**src/logic/ppdh_pkg.sv**
```systemverilog
// package for the pin power-down hold block
// assumes a single 10 MHz reference clock
package ppdh_pkg;
    localparam int unsigned PIN_W         = 8;
    localparam int unsigned CLK_PERIOD_NS = 100;
    localparam int unsigned WAKE_MAX_US   = 1;
    localparam int unsigned WAKE_CYC_RAW  = (WAKE_MAX_US * 1000) / CLK_PERIOD_NS;
    // longest time rounds down, never below one cycle
    localparam int unsigned WAKE_CYC      = (WAKE_CYC_RAW < 1) ? 1 : WAKE_CYC_RAW;
    localparam int unsigned WAKE_CNT_W    = 5;
    localparam int unsigned WAKE_SYNC_CYC = 2;
    // two sync stages, sleep to wake, wake to run, first registering edge
    localparam int unsigned WAKE_OVH_CYC  = WAKE_SYNC_CYC + 3;
    localparam logic [WAKE_CNT_W-1:0] WAKE_LAST = WAKE_CNT_W'(WAKE_CYC - WAKE_OVH_CYC);
    // cycles from synced release to run, one edge kept for new data
    localparam logic [WAKE_CNT_W-1:0] WAKE_AGE_MAX = WAKE_CNT_W'(WAKE_CYC - WAKE_SYNC_CYC - 1);

    typedef enum {ST_RUN, ST_SLEEP, ST_WAKE} ppdh_state_e;

    typedef struct packed {
        logic [PIN_W-1:0] data;
        logic [PIN_W-1:0] oe;
    } ppdh_out_s;
endpackage

```
**src/logic/ppdh_sync.sv**
```systemverilog
// two-flop synchroniser vector
// assumes inputs asynchronous to i_ref_clk
`timescale 1ns/1ns
module ppdh_sync #(
    parameter int unsigned W = 1
) (
    input  wire logic         i_ref_clk, // reference clock
    input  wire logic         i_rst,     // async reset, high
    input  wire logic [W-1:0] i_d,       // async input
    output logic      [W-1:0] o_q        // synchronised output
);
    logic [W-1:0] meta_r;
    logic [W-1:0] q_r;

    always_ff @(posedge i_ref_clk or posedge i_rst)
    begin
        if (i_rst)
        begin
            meta_r <= '0;
            q_r    <= '0;
        end
        else
        begin
            meta_r <= i_d;
            q_r    <= meta_r;
        end
    end

    assign o_q = q_r;
endmodule // ppdh_sync

```
**src/logic/ppdh_top.sv**
```systemverilog
// pin-controlled power-down hold around a small user logic slice
// assumes system logic drives the sleep request pin asynchronously
// Summary of operation
// - sleep pin acts only when option set
// - outputs and internal state held asleep
// - high-z outputs stay high-z asleep
// - all inputs but sleep pin ignored
// - pin hold latches keep pins defined
// - sleep pin not a logic input
// - valid again within 1 us wake
`timescale 1ns/1ns
module ppdh_top (
    input  wire logic                      i_ref_clk,     // 10 MHz clock
    input  wire logic                      i_rst,         // async reset, high
    input  wire logic                      i_sleep_en,    // config: power-down option
    input  wire logic                      i_sleep_request_pin, // power-down request
    input  wire logic [ppdh_pkg::PIN_W-1:0] i_pin,        // user input pins
    input  wire logic [ppdh_pkg::PIN_W-1:0] i_user_oe,    // user output enables
    output logic      [ppdh_pkg::PIN_W-1:0] o_pin,        // user output data
    output logic      [ppdh_pkg::PIN_W-1:0] o_pin_oe,     // user output enables
    output logic      [ppdh_pkg::PIN_W-1:0] o_pin_hold,   // held input levels
    output logic                           o_asleep       // in power-down
);
    // ************************************************************
    // input synchronisers
    // ************************************************************
    logic [ppdh_pkg::PIN_W:0]   sync_q;
    logic [ppdh_pkg::PIN_W-1:0] pin_s;
    logic [ppdh_pkg::PIN_W-1:0] oe_s;
    logic                       req_s;

    ppdh_sync #(.W(ppdh_pkg::PIN_W + 1)) u_sync_a (
        .i_ref_clk (i_ref_clk),
        .i_rst     (i_rst),
        .i_d       ({i_sleep_request_pin, i_pin}),
        .o_q       (sync_q)
    );
    ppdh_sync #(.W(ppdh_pkg::PIN_W)) u_sync_b (
        .i_ref_clk (i_ref_clk),
        .i_rst     (i_rst),
        .i_d       (i_user_oe),
        .o_q       (oe_s)
    );
    assign pin_s = sync_q[ppdh_pkg::PIN_W-1:0];
    assign req_s = sync_q[ppdh_pkg::PIN_W];

    // ************************************************************
    // power-down sequencer
    // ************************************************************
    ppdh_pkg::ppdh_state_e             state_r, state_nxt;
    logic [ppdh_pkg::WAKE_CNT_W-1:0]   wake_r, wake_nxt;
    logic                              sleep_en_r, sleep_en_nxt;
    logic                              sleep_req;
    logic                              run;

    assign sleep_req = sleep_en_r && req_s;

    always_comb
    begin
        state_nxt    = state_r;
        wake_nxt     = wake_r;
        sleep_en_nxt = sleep_en_r;
        case (state_r)
            ppdh_pkg::ST_RUN:
            begin
                sleep_en_nxt = i_sleep_en;
                if (sleep_req)
                    state_nxt = ppdh_pkg::ST_SLEEP;
            end
            ppdh_pkg::ST_SLEEP:
            begin
                if (!sleep_req)
                begin
                    state_nxt = ppdh_pkg::ST_WAKE;
                    wake_nxt  = '0;
                end
            end
            ppdh_pkg::ST_WAKE:
            begin
                if (sleep_req)
                    state_nxt = ppdh_pkg::ST_SLEEP;
                else if (wake_r >= ppdh_pkg::WAKE_LAST)
                    state_nxt = ppdh_pkg::ST_RUN;
                else
                    wake_nxt = wake_r + 1'b1;
            end
            default:
                state_nxt = ppdh_pkg::ST_RUN;
        endcase
    end

    always_ff @(posedge i_ref_clk or posedge i_rst)
    begin
        if (i_rst)
        begin
            state_r    <= ppdh_pkg::ST_RUN;
            wake_r     <= '0;
            sleep_en_r <= 1'b0;
        end
        else
        begin
            state_r    <= state_nxt;
            wake_r     <= wake_nxt;
            sleep_en_r <= sleep_en_nxt;
        end
    end

    // run only when fully awake and no request pending
    assign run = (state_r == ppdh_pkg::ST_RUN) && !sleep_req;

    // ************************************************************
    // user logic slice, frozen while asleep
    // ************************************************************
    logic [ppdh_pkg::PIN_W-1:0] cnt_r, cnt_nxt;
    logic [ppdh_pkg::PIN_W-1:0] hold_r, hold_nxt;
    ppdh_pkg::ppdh_out_s        out_r, out_nxt;
    logic                       asleep_r, asleep_nxt;

    always_comb
    begin
        cnt_nxt    = cnt_r;
        hold_nxt   = hold_r;
        out_nxt    = out_r;
        asleep_nxt = (state_nxt != ppdh_pkg::ST_RUN);
        if (run)
        begin
            hold_nxt     = pin_s;
            cnt_nxt      = cnt_r + 1'b1;
            out_nxt.data = cnt_r ^ pin_s;
            out_nxt.oe   = oe_s;
        end
        // otherwise inputs are blocked and counter, pin hold and output state held
    end

    always_ff @(posedge i_ref_clk or posedge i_rst)
    begin
        if (i_rst)
        begin
            cnt_r    <= '0;
            hold_r   <= '0;
            out_r    <= '0;
            asleep_r <= 1'b0;
        end
        else
        begin
            cnt_r    <= cnt_nxt;
            hold_r   <= hold_nxt;
            out_r    <= out_nxt;
            asleep_r <= asleep_nxt;
        end
    end

    assign o_pin      = out_r.data;
    assign o_pin_oe   = out_r.oe;
    assign o_pin_hold = hold_r;
    assign o_asleep   = asleep_r;

    // ************************************************************
    // wake time helper for checks
    // ************************************************************
    logic [ppdh_pkg::WAKE_CNT_W-1:0] wake_age_r, wake_age_nxt;

    // cycles since the synced request fell, cleared in run or on new request
    always_comb
    begin
        wake_age_nxt = '0;
        if (state_r != ppdh_pkg::ST_RUN && !sleep_req)
            wake_age_nxt = wake_age_r + 1'b1;
    end

    always_ff @(posedge i_ref_clk or posedge i_rst)
    begin
        if (i_rst)
            wake_age_r <= '0;
        else
            wake_age_r <= wake_age_nxt;
    end
endmodule // ppdh_top

```
**config.mk**
```make
export PLATFORM = sky130hd
export DESIGN_NAME = ppdh_top
export DESIGN_NICKNAME = d
export VERILOG_FILES = /design/src/logic/ppdh_pkg.sv /design/src/logic/ppdh_sync.sv /design/src/logic/ppdh_top.sv
export SDC_FILE = /design/constraint.sdc
export NUM_CORES = 1
export LEC_CHECK = 0
export ABC_CLOCK_PERIOD_IN_PS = 5700
export BUFFER_PORTS_ARGS = -buffer_cell sky130_fd_sc_hd__buf_2
export CORE_ASPECT_RATIO = 0.75
export CORE_MARGIN = 5
export CORE_UTILIZATION = 30
export CTS_BUF_LIST = sky130_fd_sc_hd__clkbuf_2 sky130_fd_sc_hd__clkbuf_4 sky130_fd_sc_hd__clkbuf_8
export CTS_CLUSTER_SIZE = 14
export DETAILED_ROUTE_END_ITERATION = 16
export GPL_TIMING_DRIVEN = 0
export HOLD_SLACK_MARGIN = 0.1
export PLACE_DENSITY = 0.51
export SYNTH_ARGS = -nofsm -noshare
export SYNTH_HDL_FRONTEND = slang
export SYNTH_SLANG_ARGS = --single-unit
```
**constraint.sdc**
```tcl
create_clock -name i_ref_clk -period 5.7 [get_ports i_ref_clk]
set_clock_uncertainty 0.15 [all_clocks]
set_input_delay 0.57 -clock i_ref_clk [delete_from_list [all_inputs] [get_ports i_ref_clk]]
set_output_delay 0.57 -clock i_ref_clk [all_outputs]
set_load 0.01 [all_outputs]
```
---- Yosys cells after proc, flatten, opt, wreduce, memory -nomap -nowiden ----
Index checks and enable logic that the tools add are counted.
storage, ports and cells
  flip-flop bits (word level) ............. 105
  input port bits ......................... 20
  output and inout port bits .............. 25
  word-level logic and storage cells ...... 38
operators by class
  add/sub/neg operators ................... 2
  $lt $le $gt $ge ......................... 1
  equal/unequal tests ..................... 5
  multiplexer cells ....................... 9
  bitwise gates (word level) .............. 1
  reduce and logical (&&, ||, !) cells .... 8
operator list
  kind                                                   count
  2-to-1 mux 32 bit                                      4
  one-hot mux 32 bit (3 select lines)                    1
  logical NOT 32 bit                                     2
  equality test 32 x 1 -> 1 bit (second input constant)  1
  equality test 32 x 2 -> 1 bit (second input constant)  1
  nonzero test 32 bit                                    1
  2-to-1 mux 5 bit                                       3
  one-hot mux 5 bit (2 select lines)                     1
  adder 8 x 1 -> 8 bit (second input constant)           1
  XOR 8 bit                                              1
  != test 2 bit (second input constant)                  3
  adder 5 x 1 -> 5 bit (second input constant)           1
  >= comparator 5 x 3 -> 1 bit (second input constant)   1
  AND reduction 4 bit                                    1
  logical AND 1 bit                                      2
  nonzero test 2 bit                                     1
  logical NOT 1 bit                                      1

---- Logic depth before layout (Yosys ltp) ----
  depth after elaboration ................. 5
  mapped depth ............................ 6
  gate-level depth less buffers ........... 6

---- Cells and area by module ----
From an unflattened synthesis, not the netlist that was laid out.
unflattened totals
  cell total of the unflattened synthesis .. 210
  area total of the unflattened synthesis .. 3510.9 um^2
by module, submodules not included
  module                 times used  cells an instance  area each (um^2)  seq. area each (um^2)
  ppdh_top               1           174                2652.5            1776.7
  ppdh_sync at u_sync_a  1           19                 454.2             450.4
  ppdh_sync at u_sync_b  1           17                 404.1             400.4

---- Worst setup path before layout ----
Ideal clock, no wire load.
  path kind ............................... reg2reg
  start ................................... register state_r[27]
  end ..................................... register cnt_r[1] in the netlist's numbering
  library setup time ...................... 127 ps
  data arrival time ....................... 1686 ps
  data required time ...................... 5423 ps
  slack ................................... 3736 ps
  stages on the path, launching flop included .. 6
  buffers on the path ..................... 1
  clock period less this slack ............ 1964 ps
  cells stage by stage .................... dfrtp_1 nor4_1 nand4_1 nor3_4 buf_6 mux2_1
between the ends
  word-level cells in the longest chain between the ends .. 2
RTL lines
  item                      RTL line         RTL
  start: declaration        ppdh_top.sv:50   ppdh_pkg::ppdh_state_e state_r, state_nxt;
  start signal: assignment  ppdh_top.sv:96   state_r <= ppdh_pkg::ST_RUN;
  start signal: assignment  ppdh_top.sv:102  state_r <= state_nxt;
  logical NOT 32 bit        ppdh_top.sv:109  assign run = (state_r == ppdh_pkg::ST_RUN) && !sleep_req;
  logical AND 1 bit         ppdh_top.sv:109
  end signal: assignment    ppdh_top.sv:146  cnt_r <= cnt_nxt;
  end: declaration          ppdh_top.sv:114  logic [ppdh_pkg::PIN_W-1:0] cnt_r, cnt_nxt;
No other way between the ends.
A chain may end at the register's enable or synchronous reset.

---- Worst setup path after layout ----
  start ................................... register state_r[22]
  end ..................................... register hold_r, in the netlist o_pin_hold[7]
between the ends
  word-level cells in the longest chain between the ends .. 2
RTL lines
  item                    RTL line         RTL
  logical NOT 32 bit      ppdh_top.sv:109
  logical AND 1 bit       ppdh_top.sv:109
  end signal: assignment  ppdh_top.sv:147  hold_r <= hold_nxt;
  end: declaration        ppdh_top.sv:115  logic [ppdh_pkg::PIN_W-1:0] hold_r, hold_nxt;
No other way between the ends.

==> impl_metrics.csv <==
group,metric,value,unit
critical_path,crit_required,5.80,ns
drt,first_pass_iters,4,
final_layout,diodes,0,
final_layout,nets,319,
global_route,gr-usage-met1,0.118,
logic_synthesis,seq_area_frac_synth,0.759,
drt,vias,1825,
timing,slew_headroom,0.628,
timing,grt_setup_unrepaired,"false",
logic_synthesis,synth_seq_cells,105,
final_layout,final_common_cell,"dfrtp_1",
global_route,grt.met3_usage,0.0405,
final_layout,fill_cells,1094,
final_layout,stdcell_area,4200,um2
global_route,top_usage_layer,"met2",
cts,clk_pin_slew,0.10,ns
placement,port_buffers,44,
pwr,power_density,297,nW/um2
cts,cts_sinks,105,
final_layout,drive_above_1_share,0.249,
cts,clock_latency,0.36,ns
logic_synthesis,synth_top_area_share,0.759,
timing,worst_pin_slew,0.556,ns
logic_synthesis,synth-xor-area-share,0.0380,
drt,avgViaCountPerCell,4.10,
global_route,grt_max_degree,74,
logic_synthesis,synthSimpleGateAreaFrac,0.0669,
global_route,antenna_found_initial,0,
die,initial_core_util,0.302,
run_status,status,"complete, no violations",
logic_synthesis,synth_mux_area_frac,0.0875,
global_route,grt.overflow.total,0,
critical_path,crit_path_start,"state_r[22]$_DFF_PP0_",
timing,finalSetupViolations,0,
die,die_y,103,um
timing,fin_hold_ws,0.156,ns
final_layout,final_cell_mix,"dfrtp_1 (105), buf_2 (45), conb_1 (30)",
timing,hold_viol,0,
cts,h-tree-depth,3,
drt,drt_iter0_drc,72,
timing,min_period_over_period,0.440,
critical_path,cp_max_fo,10,
cts,post-cts-setup-buffer-count,0,
critical_path,critPathCaptureType,"flop",
timing,fmax,0.399,GHz
pwr,p_leak,2.11,nW
cts,cts-root-buf,"clkbuf_8",
die,coreArea,11400,um2
critical_path,crit_path_start_kind,"flop",
drt,wire_per_inst,12.4,um
critical_path,cp.arrival,2.61,ns
logic_synthesis,synth_cells,210,
cts,cts_tree,"yes",
global_route,grt_use_met2,0.136,
logic_synthesis,synth_fa_ha_area_frac,0.0108,
logic_synthesis,yosys-top-cells-area,"dfrtp_1 (76%), mux2_1 (6.2%), xor2_1 (3.3%)",
drt,drt_drc_violations_left,0,
die,io_pins,45,
cts,cts_buffer_depth,2,
pwr,ir_worst_vdd,0.0931,mV
timing,tns,0,ns
job,drv_cap,0,
drt,drtAntennaViolNets,0,
final_layout,multiInputGateArea,891,um2
timing,drv_slew,0,
logic_synthesis,synth_area,3460,um2
logic_synthesis,yosysWarningCount,0,
critical_path,critical_path_class,"flop to flop",
final_layout,seq_area,2630,um2
placement,dp_hpwl,3.74,mm
die,rows,34,
logic_synthesis,synth_top_family_by_area,"multiplexers",
worst_hold_path,min_path_type,"input pin to flop",
logic_synthesis,synth_top_cell_by_area,"dfrtp_1",
logic_synthesis,synth_compound_area_frac,0.0217,
drt,wirelength,5.52,mm
worst_hold_path,min_from,"i_user_oe[5]",
logic_synthesis,ys_types,30,
global_route,grt_pass1_wl,9.61,mm
placement,post_dp_cell_area,4000,um2
timing,fin_crit,2.51,ns
final_layout,syn_to_final_growth,21.4,%
die,die_x,134,um
global_route,first_global_vias,1915,
cts,cts_made_buffers,9,
placement,place.gp.congestion,0.699,
critical_path,worstReg2RegStart,"state_r[22]$_DFF_PP0_",
die,dieArea,13800,um2
logic_synthesis,syn_avg_cell_area,16.5,um2
global_route,grt_usage,0.0917,
cells by family after synthesis:
group                    Yosys count
flip-flops                       105
AND/OR/NAND/NOR                   39
multiplexers                      27
XOR/XNOR                          15
AO/OA/AOI/OAI                     11
buffers and inverters              9
adder cells (fa/ha/maj)            3
other                              1
worst paths after layout:
path,end,slack (ns),cells past startpoint
setup / recovery,o_pin_hold[7]$_DFFE_PP0P_,3.19,5
hold / removal,u_sync_b.meta_r[5]$_DFF_PP0_,0.16,1
setup reg to reg,o_pin_hold[7]$_DFFE_PP0P_,3.19,5
hold reg to reg,u_sync_a.o_q[3]$_DFF_PP0_,0.20,0
max in group asynchronous,u_sync_a.o_q[0]$_DFF_PP0_,4.12,4
min in group asynchronous,u_sync_a.meta_r[2]$_DFF_PP0_,0.61,3
final cells by class:
class / count / share of cell area
plain buffers: 4 / 0.00744
clock buffers: 9 / 0.0295
clock inverters: 7 / 0.0164
inverters: 5 / 0.00506
multi-input cells: 125 / 0.212
flip-flops and latches: 105 / 0.625
well taps: 144 / 0.0429
repair buffers: 46 / 0.0613
synthesized netlist by cell type (all sizes together):
cell type    n
a211oi       4
a21boi       2
a21oi        2
and2         1
buf          3
clkbuf       1
conb         1
dfrtp      105
ha           3
inv          5
mux2        26
mux2i        1
nand2        5
nand3        3
nand4        4
nor2         6
nor2b        1
nor3         2
nor3b        1
nor4        12
nor4b        1
o22ai        2
o31ai        1
or2          1
or3          2
xnor2        2
xor2        13
registers in the layout, summed over array words and instances (netlist names):
name / cells
o_pin_oe: 8
sleep_en_r: 1
u_sync_a.o_q: 9
o_pin: 8
u_sync_b.o_q: 8
u_sync_b.meta_r: 8
cnt_r: 8
o_pin_hold: 8
wake_r: 5
o_asleep: 1
u_sync_a.meta_r: 9
state_r: 32
per-layer routing:
layer / wire, um / share of wire
met1: 2590 / 0.47
met2: 2440 / 0.44
met3: 390 / 0.071
met4: 96 / 0.017
met5: 0 / 0
critical path, cell delays in order, from the launching register on:
cell and delay [ns]:
dfrtp_1 0.37, nor4_1 0.40, nand4_1 0.32, nor3_4 0.56
buf_6 0.24, mux2_1 0.34
per-stage QoR:
step                      utilization  cells  total power, W  setup WS, ns
after detailed placement        0.349    428        0.000819          3.17
after CTS                       0.367    445         0.00128          3.14
after floorplan                     -    239        0.000803          2.22
final                           0.367    445         0.00125          3.19
after global placement          0.347    427        0.000815          1.02
after global routing            0.367    445         0.00131          3.03
where the power goes:
group	leakage [nW]	internal, W	switching, W
clock network	0.0954	0.000202	0.000243
registers	1.32	0.000767	0.00000734
logic	0.698	0.00000899	0.0000194
total	2.11	0.000978	0.000270
what timing repair did:
action / in CTS / in global routing
hold buffers: 1 / 0
resized for setup: 0 / 0
endpoints found under the hold margin: 32 / 0
setup endpoints to repair: 0 / 0
Note: power is estimated with default switching activity, not from simulation.
